===== config.mk =====
export PLATFORM = sky130hd
export DESIGN_NAME = dtr_ctrl
export DESIGN_NICKNAME = d
export VERILOG_FILES = /design/src/rtl/dtr_pkg.sv /design/src/rtl/dtr_tmr_if.sv /design/src/rtl/dtr_timers.sv /design/src/rtl/dtr_ctrl.sv
export SDC_FILE = /design/constraint.sdc
export NUM_CORES = 1
export LEC_CHECK = 0
export BUFFER_PORTS_ARGS = -buffer_cell sky130_fd_sc_hd__buf_2
export CAP_MARGIN = 20
export CORE_UTILIZATION = 28
export DETAILED_ROUTE_END_ITERATION = 10
export SETUP_SLACK_MARGIN = 0.4
export SLEW_MARGIN = 20
export SYNTH_ARGS = -nofsm -noshare
export SYNTH_HDL_FRONTEND = slang
export SYNTH_SLANG_ARGS = --single-unit

===== constraint.sdc =====
create_clock -name mclk -period 3.6 [get_ports mclk]
set_clock_uncertainty 0.2 [all_clocks]
set_input_delay 0.72 -clock mclk [delete_from_list [all_inputs] [get_ports mclk]]
set_output_delay 0.72 -clock mclk [all_outputs]
set_load 0.03 [all_outputs]

===== src/rtl/dtr_pkg.sv =====
package dtr_pkg;
  // ****************************************
  // timing
  // ****************************************
  localparam int unsigned CLK_HZ = 20_000_000;
  localparam int unsigned CYC_PER_MS = CLK_HZ / 1000;
  localparam int unsigned WDT_TIME_MS = 2000;
  localparam int unsigned WDT_CYC = WDT_TIME_MS * CYC_PER_MS;
  // discharge time counts in half-minute units
  localparam int unsigned DT_UNIT_MS = 30000;
  localparam int unsigned DT_UNIT_CYC = DT_UNIT_MS * CYC_PER_MS;

  // ****************************************
  // register offsets (byte addresses)
  // ****************************************
  localparam logic [7:0] OFS_CFGA_LO = 8'h00;
  localparam logic [7:0] OFS_CFGA_HI = 8'h04;
  localparam logic [7:0] OFS_CFGB = 8'h08;
  localparam logic [7:0] OFS_BALANCING_SWITCH_CONTROL_GROUP = 8'h0C;
  localparam logic [7:0] OFS_PWM = 8'h10;
  localparam logic [7:0] OFS_PSB = 8'h14;
  localparam logic [7:0] OFS_BRIDGE_TRANSFER_GROUP_LO = 8'h18;
  localparam logic [7:0] OFS_BRIDGE_TRANSFER_GROUP_HI = 8'h1C;
  localparam logic [7:0] OFS_CMD = 8'h20;
  localparam logic [7:0] OFS_STATUS = 8'h24;

  // ****************************************
  // fields
  // ****************************************
  localparam int unsigned DISCHARGE_DURATION_SETTING_LSB = 44;
  localparam int unsigned DISCHARGE_DURATION_SETTING_RD_LSB = 12;
  localparam int unsigned CMD_KICK_BIT = 0;
  localparam int unsigned CMD_COMMIT_BIT = 1;
  localparam int unsigned MON_EN_BIT = 11;
  localparam logic [47:0] CFGA_B0_M = 48'h0000_0000_00FF;
  localparam logic [47:0] CFGA_B13_M = 48'h0000_FFFF_FF00;
  localparam logic [47:0] CFGA_B45_M = 48'hFFFF_0000_0000;
  localparam logic [15:0] CFGB_GPIO_M = 16'h000F;
  localparam logic [15:0] CFGB_B0HI_M = 16'h00F0;
  localparam logic [15:0] CFGB_B1_M = 16'hFF00;
  localparam logic [15:0] CFGB_MUTE_M = 16'h0200;

  // ****************************************
  // reset values
  // ****************************************
  localparam logic [47:0] CFGA_RST = 48'h0000_0000_0000;
  localparam logic [15:0] CFGB_RST = 16'h0000;
  localparam logic [31:0] PWM_RST = 32'hFFFF_FFFF;
  localparam logic [31:0] PSB_RST = 32'hFFFF_FFFF;
  localparam logic [47:0] BRIDGE_TRANSFER_GROUP_RST = 48'hFFFF_FFFF_FFFF;

  typedef enum logic [1:0] {
    DTR_STANDBY = 2'b00,
    DTR_EXTBAL = 2'b01,
    DTR_SLEEP = 2'b11
  } dtr_state_t;

  // duration of a setting code in half minutes
  function automatic logic [7:0] dtr_units(input logic [3:0] c);
    unique case (c)
      4'h0: dtr_units = 8'h00;
      4'h1: dtr_units = 8'h01;
      4'h2: dtr_units = 8'h02;
      4'h3: dtr_units = 8'h04;
      4'h4: dtr_units = 8'h06;
      4'h5: dtr_units = 8'h08;
      4'h6: dtr_units = 8'h0A;
      4'h7: dtr_units = 8'h14;
      4'h8: dtr_units = 8'h1E;
      4'h9: dtr_units = 8'h28;
      4'hA: dtr_units = 8'h3C;
      4'hB: dtr_units = 8'h50;
      4'hC: dtr_units = 8'h78;
      4'hD: dtr_units = 8'h96;
      4'hE: dtr_units = 8'hB4;
      4'hF: dtr_units = 8'hF0;
    endcase
  endfunction

  // smallest code whose duration covers the remaining units
  function automatic logic [3:0] dtr_band(input logic [7:0] rem);
    logic [3:0] b;
    b = 4'h0;
    for (int c = 15; c >= 1; c--) begin
      if (rem != 8'h00 && rem <= dtr_units(4'(c))) begin
        b = 4'(c);
      end
    end
    return b;
  endfunction
endpackage


===== src/rtl/dtr_tmr_if.sv =====
`timescale 1ns/1ps
interface dtr_tmr_if;
  logic kick;
  logic restart;
  logic en;
  logic [3:0] setting;
  logic wd_exp;
  logic dt_exp;
  logic dt_run;
  logic [3:0] band;
  modport ctl (output kick, output restart, output en, output setting,
    input wd_exp, input dt_exp, input dt_run, input band);
  modport tmr (input kick, input restart, input en, input setting,
    output wd_exp, output dt_exp, output dt_run, output band);
endinterface


===== src/rtl/dtr_timers.sv =====
`timescale 1ns/1ps
module dtr_timers #(
  parameter int unsigned WDT_CYCLES = dtr_pkg::WDT_CYC,
  parameter int unsigned UNIT_CYCLES = dtr_pkg::DT_UNIT_CYC
) (
  input wire logic mclk,
  input wire logic resetn,
  input wire logic ce,
  dtr_tmr_if.tmr t
);
  if (WDT_CYCLES < 2 || UNIT_CYCLES < 2) begin : g_chk
    $error("timer counts must be at least 2");
  end

  logic [31:0] wd_cnt_q;
  logic wd_done_q;
  logic wd_exp_q;
  logic [31:0] pre_q;
  logic [7:0] rem_q;
  logic dt_exp_q;

  // ****************************************
  // watchdog
  // ****************************************
  wire wd_end = !wd_done_q && wd_cnt_q == WDT_CYCLES - 1;

  always_ff @(posedge mclk) begin
    if (!resetn) begin
      wd_cnt_q <= 32'h0000_0000;
      wd_done_q <= 1'b0;
      wd_exp_q <= 1'b0;
    end else if (ce) begin
      wd_cnt_q <= (t.kick || wd_done_q) ? 32'h0000_0000 : wd_cnt_q + 32'h0000_0001;
      wd_done_q <= !t.kick && (wd_done_q || wd_end);
      wd_exp_q <= !t.kick && wd_end;
    end
  end

  // ****************************************
  // discharge timer
  // ****************************************
  wire unit_end = rem_q != 8'h00 && pre_q == UNIT_CYCLES - 1;

  always_ff @(posedge mclk) begin
    if (!resetn) begin
      pre_q <= 32'h0000_0000;
      rem_q <= 8'h00;
      dt_exp_q <= 1'b0;
    end else if (ce) begin
      if (!t.en) begin
        pre_q <= 32'h0000_0000;
        rem_q <= 8'h00;
        dt_exp_q <= 1'b0;
      end else if (t.restart) begin
        pre_q <= 32'h0000_0000;
        rem_q <= dtr_pkg::dtr_units(t.setting);
        dt_exp_q <= 1'b0;
      end else begin
        pre_q <= (unit_end || rem_q == 8'h00) ? 32'h0000_0000 : pre_q + 32'h0000_0001;
        rem_q <= unit_end ? rem_q - 8'h01 : rem_q;
        dt_exp_q <= unit_end && rem_q == 8'h01;
      end
    end
  end

  assign t.wd_exp = wd_exp_q;
  assign t.dt_exp = dt_exp_q;
  assign t.dt_run = rem_q != 8'h00;
  assign t.band = dtr_pkg::dtr_band(rem_q);
endmodule


===== src/rtl/dtr_ctrl.sv =====
// Our own choices: the APB register port and the register offsets.
`timescale 1ns/1ps
// Notes on behaviour
// - duration code 0 disabled, 1..F map 0.5 to 120 minutes.
// - enable input low or code zero: timer off, watchdog clears all config.
// - timer on: watchdog clears A0, A1-3 if monitor off, B gpio bits.
// - discharge expiry clears A1-3 if monitor on, A4-5, switches, B bits 15:4 except mute.
// - readback code gives the band holding the remaining time, 0 when idle.
// - only a commit command restarts the discharge timer.
// - expiry during config A write clears first, then new data is stored.
// - expiry during config reads clears anyway; read data may be mixed.
// - expiry during switch group reads clears them; read data may be mixed.
// - reset gives standby, default registers, discharge off.
// - thermal shutdown stops discharge, clears A, B except mute, bridge group.
// - watchdog expiry with timer running enters extended balancing.
// - watchdog expiry without timer enters sleep, clears every group.
// - discharge expiry after watchdog expiry also enters sleep, full clear.
// - early discharge expiry stops discharge, clears pwm and switch groups.
// - early discharge expiry clears B0 bits 7:4 and B1 except mute.
// - watchdog expires after 2 s without a valid command; each one restarts.
module dtr_ctrl #(
  parameter int unsigned NCELL = 18,
  parameter int unsigned WDT_CYCLES = dtr_pkg::WDT_CYC,
  parameter int unsigned UNIT_CYCLES = dtr_pkg::DT_UNIT_CYC
) (
  input wire logic mclk,
  input wire logic resetn,
  input wire logic ce,
  input wire logic psel,
  input wire logic penable,
  input wire logic pwrite,
  input wire logic [7:0] paddr,
  input wire logic [31:0] pwdata,
  output logic [31:0] prdata,
  output logic pready,
  output logic pslverr,
  input wire logic timer_enable_input,
  input wire logic thermal_shutdown,
  output logic [NCELL-1:0] switch_on,
  output logic watchdog_expired,
  output logic [1:0] power_state
);
  if (NCELL < 1 || NCELL > 32) begin : g_chk
    $error("NCELL must lie in 1..32");
  end

  // ****************************************
  // state
  // ****************************************
  logic [47:0] cfga_q;
  logic [47:0] stage_q;
  logic [15:0] cfgb_q;
  logic [NCELL-1:0] balancing_switch_control_group_q;
  logic [31:0] pwm_q;
  logic [31:0] psb_q;
  logic [47:0] bridge_transfer_group_q;
  logic wd_exp_q;
  logic dis_off_q;
  dtr_pkg::dtr_state_t state_q;
  dtr_pkg::dtr_state_t state_d;
  logic [31:0] prdata_q;
  logic pready_q;
  logic pslverr_q;
  logic [NCELL-1:0] switch_q;

  dtr_tmr_if tif ();

  dtr_timers #(
    .WDT_CYCLES(WDT_CYCLES),
    .UNIT_CYCLES(UNIT_CYCLES)
  ) u_tmr (
    .mclk(mclk),
    .resetn(resetn),
    .ce(ce),
    .t(tif.tmr)
  );

  // ****************************************
  // bus decode
  // ****************************************
  wire setup = psel && !penable;
  wire wr = psel && penable && pready_q && pwrite;
  wire hit_alo = paddr == dtr_pkg::OFS_CFGA_LO;
  wire hit_ahi = paddr == dtr_pkg::OFS_CFGA_HI;
  wire hit_b = paddr == dtr_pkg::OFS_CFGB;
  wire hit_s = paddr == dtr_pkg::OFS_BALANCING_SWITCH_CONTROL_GROUP;
  wire hit_pwm = paddr == dtr_pkg::OFS_PWM;
  wire hit_psb = paddr == dtr_pkg::OFS_PSB;
  wire hit_clo = paddr == dtr_pkg::OFS_BRIDGE_TRANSFER_GROUP_LO;
  wire hit_chi = paddr == dtr_pkg::OFS_BRIDGE_TRANSFER_GROUP_HI;
  wire hit_cmd = paddr == dtr_pkg::OFS_CMD;
  wire hit_st = paddr == dtr_pkg::OFS_STATUS;
  wire mapped = hit_alo || hit_ahi || hit_b || hit_s || hit_pwm || hit_psb
    || hit_clo || hit_chi || hit_cmd || hit_st;
  // status is read-only; writing it is an error
  wire bad = !mapped || (pwrite && hit_st);

  wire kick = wr && hit_cmd && pwdata[dtr_pkg::CMD_KICK_BIT];
  wire commit = wr && hit_cmd && pwdata[dtr_pkg::CMD_COMMIT_BIT];
  wire valid_cmd = kick || commit;

  // ****************************************
  // timer hookup
  // ****************************************
  wire [3:0] new_discharge_duration_setting = stage_q[dtr_pkg::DISCHARGE_DURATION_SETTING_LSB +: 4];
  assign tif.kick = valid_cmd;
  assign tif.restart = commit;
  assign tif.en = timer_enable_input;
  assign tif.setting = new_discharge_duration_setting;

  wire mon_en = cfgb_q[dtr_pkg::MON_EN_BIT];

  // ****************************************
  // reset events
  // ****************************************
  // a timer restart in the same cycle as an expiry still sees the old run
  wire ev_wd_ext = tif.wd_exp && tif.dt_run;
  wire ev_sleep = (tif.wd_exp && !tif.dt_run && !tif.dt_exp)
    || (tif.dt_exp && wd_exp_q);
  wire ev_dt_early = tif.dt_exp && !wd_exp_q;
  wire thsd = thermal_shutdown;

  wire [47:0] clr_a_wd = dtr_pkg::CFGA_B0_M
    | (mon_en ? 48'h0000_0000_0000 : dtr_pkg::CFGA_B13_M);
  wire [47:0] clr_a_dt = dtr_pkg::CFGA_B45_M
    | (mon_en ? dtr_pkg::CFGA_B13_M : 48'h0000_0000_0000);
  wire [47:0] clr_a = ((ev_sleep || thsd) ? 48'hFFFF_FFFF_FFFF : 48'h0000_0000_0000)
    | (ev_wd_ext ? clr_a_wd : 48'h0000_0000_0000)
    | (ev_dt_early ? clr_a_dt : 48'h0000_0000_0000);

  wire [15:0] keep_mute = ~dtr_pkg::CFGB_MUTE_M;
  wire [15:0] clr_b_dt = dtr_pkg::CFGB_B0HI_M
    | (dtr_pkg::CFGB_B1_M & keep_mute);
  wire [15:0] clr_b = (ev_sleep ? 16'hFFFF : 16'h0000)
    | (thsd ? keep_mute : 16'h0000)
    | (ev_wd_ext ? dtr_pkg::CFGB_GPIO_M : 16'h0000)
    | (ev_dt_early ? clr_b_dt : 16'h0000);

  // switch groups: thermal shutdown leaves them alone
  wire clr_sw = ev_sleep || ev_dt_early;
  wire clr_bridge_transfer_group = ev_sleep || ev_wd_ext || thsd;
  wire stop_dis = ev_sleep || ev_dt_early || thsd;

  // ****************************************
  // register next values
  // ****************************************
  wire [47:0] cfga_cl = cfga_q & ~clr_a;
  // committed data lands after the clear of the same cycle
  wire [47:0] cfga_d = commit ? stage_q : cfga_cl;
  wire [47:0] stage_d = {
    (wr && hit_ahi) ? pwdata[15:0] : stage_q[47:32],
    (wr && hit_alo) ? pwdata : stage_q[31:0]};
  wire [15:0] cfgb_d = (wr && hit_b) ? pwdata[15:0] : cfgb_q & ~clr_b;
  wire [NCELL-1:0] balancing_switch_control_group_d = clr_sw ? '0
    : (wr && hit_s) ? pwdata[NCELL-1:0] : balancing_switch_control_group_q;
  wire [31:0] pwm_d = clr_sw ? dtr_pkg::PWM_RST : (wr && hit_pwm) ? pwdata : pwm_q;
  wire [31:0] psb_d = clr_sw ? dtr_pkg::PSB_RST : (wr && hit_psb) ? pwdata : psb_q;
  wire [47:0] bridge_transfer_group_d = clr_bridge_transfer_group ? dtr_pkg::BRIDGE_TRANSFER_GROUP_RST : {
    (wr && hit_chi) ? pwdata[15:0] : bridge_transfer_group_q[47:32],
    (wr && hit_clo) ? pwdata : bridge_transfer_group_q[31:0]};
  // a new expiry wins over a command in the same cycle
  wire wd_exp_d = tif.wd_exp || (wd_exp_q && !valid_cmd);
  wire dis_off_d = stop_dis || (dis_off_q && !commit);

  always_comb begin
    state_d = state_q;
    unique case (state_q)
      dtr_pkg::DTR_STANDBY: begin
        if (ev_sleep) begin
          state_d = dtr_pkg::DTR_SLEEP;
        end else if (ev_wd_ext) begin
          state_d = dtr_pkg::DTR_EXTBAL;
        end
      end
      dtr_pkg::DTR_EXTBAL: begin
        if (ev_sleep) begin
          state_d = dtr_pkg::DTR_SLEEP;
        end else if (valid_cmd) begin
          state_d = dtr_pkg::DTR_STANDBY;
        end
      end
      dtr_pkg::DTR_SLEEP: begin
        if (valid_cmd) begin
          state_d = dtr_pkg::DTR_STANDBY;
        end
      end
      default: state_d = dtr_pkg::DTR_STANDBY;
    endcase
  end

  // ****************************************
  // read mux
  // ****************************************
  // live registers are read; an expiry mid-read may mix old and new bytes
  wire [31:0] rd_ahi = {16'h0000, cfga_q[47:32]};
  wire [31:0] rd_ahi_band = {rd_ahi[31:16], tif.band,
    rd_ahi[dtr_pkg::DISCHARGE_DURATION_SETTING_RD_LSB-1:0]};
  wire [31:0] rd_st = {19'h0_0000, tif.dt_run, tif.band, dis_off_q,
    wd_exp_q, 2'(state_q), 4'h0};
  wire [31:0] rd_val = hit_alo ? cfga_q[31:0]
    : hit_ahi ? rd_ahi_band
    : hit_b ? {16'h0000, cfgb_q}
    : hit_s ? 32'(balancing_switch_control_group_q)
    : hit_pwm ? pwm_q
    : hit_psb ? psb_q
    : hit_clo ? bridge_transfer_group_q[31:0]
    : hit_chi ? {16'h0000, bridge_transfer_group_q[47:32]}
    : hit_st ? rd_st
    : 32'h0000_0000;

  // ****************************************
  // bus answer
  // ****************************************
  always_ff @(posedge mclk) begin
    if (!resetn) begin
      pready_q <= 1'b0;
      pslverr_q <= 1'b0;
      prdata_q <= 32'h0000_0000;
    end else if (ce) begin
      pready_q <= setup;
      pslverr_q <= setup && bad;
      prdata_q <= (setup && !pwrite) ? rd_val : 32'h0000_0000;
    end
  end

  // ****************************************
  // registers
  // ****************************************
  // status write is refused, so a bad write never reaches a register
  always_ff @(posedge mclk) begin
    if (!resetn) begin
      cfga_q <= dtr_pkg::CFGA_RST;
      stage_q <= dtr_pkg::CFGA_RST;
      cfgb_q <= dtr_pkg::CFGB_RST;
      balancing_switch_control_group_q <= '0;
      pwm_q <= dtr_pkg::PWM_RST;
      psb_q <= dtr_pkg::PSB_RST;
      bridge_transfer_group_q <= dtr_pkg::BRIDGE_TRANSFER_GROUP_RST;
    end else if (ce) begin
      cfga_q <= cfga_d;
      stage_q <= stage_d;
      cfgb_q <= cfgb_d;
      balancing_switch_control_group_q <= balancing_switch_control_group_d;
      pwm_q <= pwm_d;
      psb_q <= psb_d;
      bridge_transfer_group_q <= bridge_transfer_group_d;
    end
  end

  always_ff @(posedge mclk) begin
    if (!resetn) begin
      state_q <= dtr_pkg::DTR_STANDBY;
      wd_exp_q <= 1'b0;
      dis_off_q <= 1'b1;
      switch_q <= '0;
    end else if (ce) begin
      state_q <= state_d;
      wd_exp_q <= wd_exp_d;
      dis_off_q <= dis_off_d;
      switch_q <= (dis_off_d || state_d == dtr_pkg::DTR_SLEEP) ? '0 : balancing_switch_control_group_d;
    end
  end

  assign prdata = prdata_q;
  assign pready = pready_q;
  assign pslverr = pslverr_q;
  assign switch_on = switch_q;
  assign watchdog_expired = wd_exp_q;
  assign power_state = state_q;
endmodule


# Word level (Yosys, flattened, before mapping)
# Memory sizes are Yosys's and may differ from the RTL's. A register that Yosys moved wholly into a read port is not among the register bits.
# Cells that the tools add are included.
# word_totals
inputBits	48
elab_cells	220
rom_bits	128
mem_count	1
ff_bits	373
output_inout_bits	55
# op_classes
n_eq_ne	16
addsub	3
reduce_logical	92
mux	62
bitwise_logic	9
magnitude_cmp	15
# mem_list
memory	words	width	rd	rd_clocked_by_memory_dff	write_ports	line_no	text
(name not given)	16	8	1	1	0	dtr_pkg.sv:60	unique case (c)
# ops
operator	n
$mux W32	20
$mux W48	4
$mux W16	6
$mux W4	18
$add A32 B1 Y32 const B	2
$mux W18	3
$and A48 B48 Y48	1
$not A48 Y48	1
$or A48 B32 Y48	1
$or A48 B48 Y48	1
$logic_and A1 B1 Y1	45
$eq A32 B26 Y1 const B	1
$eq A32 B30 Y1 const B	1
$eq A8 B5 Y1 const B	4
$or A16 B16 Y16	2
$le A8 B8 Y1 const B	3
$mux W8	3
$logic_or A1 B1 Y1	23
$and A16 B16 Y16	1
$eq A8 B4 Y1 const B	2
$eq A8 B6 Y1 const B	2
$le A8 B3 Y1 const B	2
$le A8 B4 Y1 const B	2
$le A8 B5 Y1 const B	2
22 further kinds	47

# Longest topological paths before layout
# logic_depth
depth_word	27
depth_mapped	11

# Modules after synthesis
# From an unflattened synthesis, not the netlist that was laid out.
# unflattened
cells_unflattened	2033
area_unflattened_um2	16671.0
# by_module_without_submodules
mod	n_inst	cells_each	area_per_inst_um2
dtr_ctrl	1	1453	12069.1
dtr_timers	1	580	4601.9

# Worst setup path before layout
# OpenSTA, ideal clock, no wires.
# synth_timing
path_type	input -> register
start	in paddr[1]
end	reg with a tool-made name
t_required_ns	3.266
n_path_buf	0
arrival_ns	2.753
slack_ns	0.513
stages	8
cell_sequence	nor4_4 -> nand3_1 -> nor2_2 -> mux2i_1 -> nand2b_1 -> inv_1 -> ha_1 -> mux4_2
# synth_rtl
element	line_no	text
start, declared	dtr_ctrl.sv:32	input wire logic [7:0] paddr,

# Worst setup path after layout
# layout_timing
start	reg u_tmr.rem_q[0]
end	reg cfga_q[24]
# layout_between
elab_chain_cells	12
# layout_lines
element	line_no	text
start, declared	dtr_timers.sv:19	logic [7:0] rem_q;
start signal, assigned	dtr_timers.sv:56	rem_q <= dtr_pkg::dtr_units(t.setting);
start signal, assigned	dtr_timers.sv:60	rem_q <= unit_end ? rem_q - 8'h01 : rem_q;
$reduce_bool A8 Y1 *	dtr_timers.sv:68	assign t.dt_run = rem_q != 8'h00;
$logic_not A1 Y1	dtr_ctrl.sv:118	wire ev_sleep = (tif.wd_exp && !tif.dt_run && !tif.dt_exp)
$logic_and A1 B1 Y1 (2 in a row)	dtr_ctrl.sv:118	
$logic_or A1 B1 Y1	dtr_ctrl.sv:119	|| (tif.dt_exp && wd_exp_q);
$logic_or A1 B1 Y1	dtr_ctrl.sv:127	wire [47:0] clr_a = ((ev_sleep || thsd) ? 48'hFFFF_FFFF_FFFF : 48'h0000_0000_0000)
$mux W48	dtr_ctrl.sv:127	
$or A48 B32 Y48 *	dtr_ctrl.sv:128	| (ev_wd_ext ? clr_a_wd : 48'h0000_0000_0000)
$or A48 B48 Y48 *	dtr_ctrl.sv:129	| (ev_dt_early ? clr_a_dt : 48'h0000_0000_0000);
$not A48 Y48 *	dtr_ctrl.sv:147	wire [47:0] cfga_cl = cfga_q & ~clr_a;
$and A48 B48 Y48 *	dtr_ctrl.sv:147	
$mux W48 *	dtr_ctrl.sv:149	wire [47:0] cfga_d = commit ? stage_q : cfga_cl;
end signal, assigned	dtr_ctrl.sv:232	cfga_q <= dtr_pkg::CFGA_RST;
end signal, assigned	dtr_ctrl.sv:240	cfga_q <= cfga_d;
end, declared	dtr_ctrl.sv:50	logic [47:0] cfga_q;
# Every way passes the cells marked *; elsewhere a longest branch is shown, timed or not.
# A chain may end at the register's enable or synchronous reset.

==> impl_metrics.yaml <==
critical_path:
  crit_required_ns: 3.89
  path_max_fanout: 24
  r2r_start: "u_tmr.rem_q[0]"
  start_kind: "flop"
  crit_path_cell_trace: "inv_1 > ha_1 > buf_4 > or3b_2 > nor2_4 > a21oi_1 > o32a_1 > o31ai_4 > buf_12 > a22oi_1 > nor2_1"
  reg2reg_slack_ns: 0.52
  worstSetupEndpointType: "flop"
  slowest_delay_ns: 0.56
  crit_family: "simple AND/OR/NAND/NOR gates"
  path_buf_inv: 3
  reg2reg_depth: 11
  timing.rr.end: "cfga_q[24]"
  crit_arrival_ns: 3.38
  worstSetupPathType: "reg2reg"
  slowest_stage: "or3b_2"
clocking:
  htreeDepth: 2
  cts.sinks: 377
  clk_pin_slew_ns: 0.06
  clock_latency_ns: 0.58
  cts_made_buffers: 41
  cts_buffer_depth: 3
  cts_tree: "done"
  cts_root_buf: "clkbuf_16"
sta:
  setup_violations: 0
  rsz0062_at_grt: "true"
  worst_pin_slew_ns: 1.11
  maxSlewViolCount: 0
  relSlewSlack_pct: 24.8
  finalCritPeriodShare_pct: 85.6
  fmax_mhz: 324
  hold_viol: 0
  tns_ns: 0
  period_minus_slack_ns: 3.08
power:
  power.density_nw_per_um2: 472
  irDropWorstVdd_v: 0.000362
  leakage_nw: 6.89
layout:
  area_growth_pct: 17.4
  instances_no_fill: 2869
  nFillCells: 6013
  post-route-util_pct: 33.3
  regArea_um2: 7550
  finalNetCount: 2133
  drive_gt1_share_pct: 13.5
  multi_input_area_um2: 8150
grt:
  overflow: 0
  grtUsageTotal_pct: 18.6
  grt_pass1_wl_mm: 86.9
  antenna_found_initial: 4
  grt_pass1_vias: 14200
  grt_max_degree: 85
detailed_routing:
  drc: 0
  vias: 15600
  wl_mm: 57.2
  dr.pass1.iters: 9
  drt_iter0_drc: 1619
  wire_per_inst_um: 20.0
  via_per_inst: 5.43
  antenna_left: 0
floorplan:
  ios: 103
  initial_core_util_pct: 28.4
  die_h_um: 244
  coreArea_um2: 57800
  die_area_um2: 59600
  die_x_um: 244
  row_count: 88
synth:
  syn_nets: 2075
  synthFlopType: "dfxtp_1"
  async_flop_share_pct: 0
  ys_warn_count: 0
  netlist_area_um2: 16400
  synth_edf_count: 0
  seq_area_frac_synth_pct: 46.0
  synth_cell_types: 73
  synthTopCellsByArea: "dfxtp_1 46%, nand2_1 7.9%, nor2_1 5.7%, a21oi_1 5.1%, o22ai_1 4.8%"
  synth_top_area_cell: "dfxtp_1"
  syn_avg_cell_area_um2: 8.14
  synthCells: 2015
  netlist.area_leader.share_pct: 46.0
  ys_ff_latch: 377
status:
  outcome: "finished, final reports clean"
place:
  dp_cells: 2795
  portBuffers: 102
  gp_congestion: 0.953
  hpwl_mm: 38.1
hold_path:
  whs_endpoint: "psb_q[19]"
  min_from: "pwdata[19]"
  hold_path.class: "in2reg"
  whs_path_depth: 3
run:
  maxCapViolCount: 0
## timing repair
action / in CTS / in global routing
buffers inserted: 0 / 0
endpoints found under the setup margin: 14 / 46
gates resized for setup: 1 / 6
hold buffers: 0 / 0
## worst max path at each step
stage	from	endpoint	slack (ns)	cells after the start
2_1_floorplan	paddr[1]	flop	0.51	8
3_3_place_gp	paddr[1]	flop	0.32	11
5_1_grt	u_tmr.rem_q[0]	cfga_q[25]	0.38	11
4_1_cts	u_tmr.rem_q[0]	cfga_q[12]	0.46	11
3_5_place_dp	paddr[1]	flop	0.04	10
6_report	u_tmr.rem_q[0]	cfga_q[24]	0.52	11
## cell families after synthesis
| family | after synthesis | share of synthesized area [%] |
|---|---|---|
| buf+inv | 182 | 4.63 |
| compound gates | 554 | 21.1 |
| simple gates | 785 | 21.0 |
| fa+ha+maj | 12 | 0.915 |
| xor+xnor | 62 | 3.31 |
| mux | 43 | 3.03 |
| flops | 377 | 46.0 |
## worst reg2reg max path: stages (launching register included)
cell     delay (ns)
dfxtp_1        0.37
inv_1          0.13
ha_1           0.19
buf_4          0.19
or3b_2         0.56
nor2_4         0.26
a21oi_1        0.10
o32a_1         0.33
o31ai_4        0.25
buf_12         0.22
a22oi_1        0.11
nor2_1         0.10
## final cells by class
class / instances / share of cell area (%)
Timing Repair Buffer: 178 / 6.02
Clock inverter: 13 / 0.786
Inverter: 19 / 0.396
Clock buffer: 60 / 6.33
Sequential cell: 377 / 39.2
Tap cell: 765 / 4.97
Antenna cell: 1 / 0.0130
Multi-Input combinational cell: 1456 / 42.3
## cell usage after synthesis (all sizes together), types with 5 or more instances
master,n
dfxtp,377
nand2,346
nor2,255
a21oi,167
o22ai,127
clkbuf,109
a22oi,104
o21ai,82
buf,54
nand3,43
xor2,38
mux2i,35
nor3,27
nand4,25
xnor2,24
and3,19
inv,19
ha,12
a31oi,10
and4,10
nor4,10
nand2b,9
nor4b,8
or3,8
nor2b,7
a211oi,6
a32o,5
mux4,5
o211ai,5
o31ai,5
## cell usage in the layout, fill, tap and decap left out, types with 10 or more instances in the layout
cell type  netlist  layout
xnor2_1         24      24
nand4_1         25      25
xor2_1          38      38
and4_1          10      10
dfxtp_1        377     377
nand2_1        346     346
a22oi_1        104     104
nor3_1          24      24
nand3_1         43      43
a31oi_1         10      10
clkbuf_16        0      42
buf_4            4      71
o22ai_1        127     127
ha_1            12      12
mux2i_1         35      35
o21ai_0         78      77
clkbuf_8         0      10
buf_2           43     101
nor2_1         250     250
and3_1          19      19
a21oi_1        166     162
inv_1           17      16
## per-layer routing
metal  vias to the layer above  track usage, %  wire length, um
li1                       7244               -                -
met1                      7508            25.3            25200
met2                       702            28.8            25200
met3                       126            4.12             5010
met4                         2            6.53             1850
met5                         -               0               13
## state kept, by name, summed over array words and instances, names as in the netlist, 16 cells and up, named ones only
signal and flops:
balancing_switch_control_group_q 18, cfgb_q 16, prdata 32, u_tmr.wd_cnt_q 32, stage_q 48, psb_q 32
pwm_q 32, bridge_transfer_group_q 48, switch_on 18, u_tmr.pre_q 32, cfga_q 44
## report_power, final
group          internal, mW  total, mW  switching, mW
sequential             4.18       4.19         0.0133
clock                  2.56       4.30           1.74
combinational         0.165      0.595          0.430
## through the flow
| stage | hold WS (ns) | instance area [um2] | worst slack (ns) | power, mW |
|---|---|---|---|---|
| floorplan | 0.232 | 16400 | 0.513 | 4.63 |
| global placement | 0.224 | 17900 | 0.316 | 4.86 |
| detailed placement | 0.233 | 17900 | 0.0376 | 4.86 |
| CTS | 0.187 | 19200 | 0.457 | 9.18 |
| global route | 0.214 | 19300 | 0.384 | 9.40 |
| finish | 0.214 | 19300 | 0.517 | 9.09 |
(Power assumes the default switching activity.)
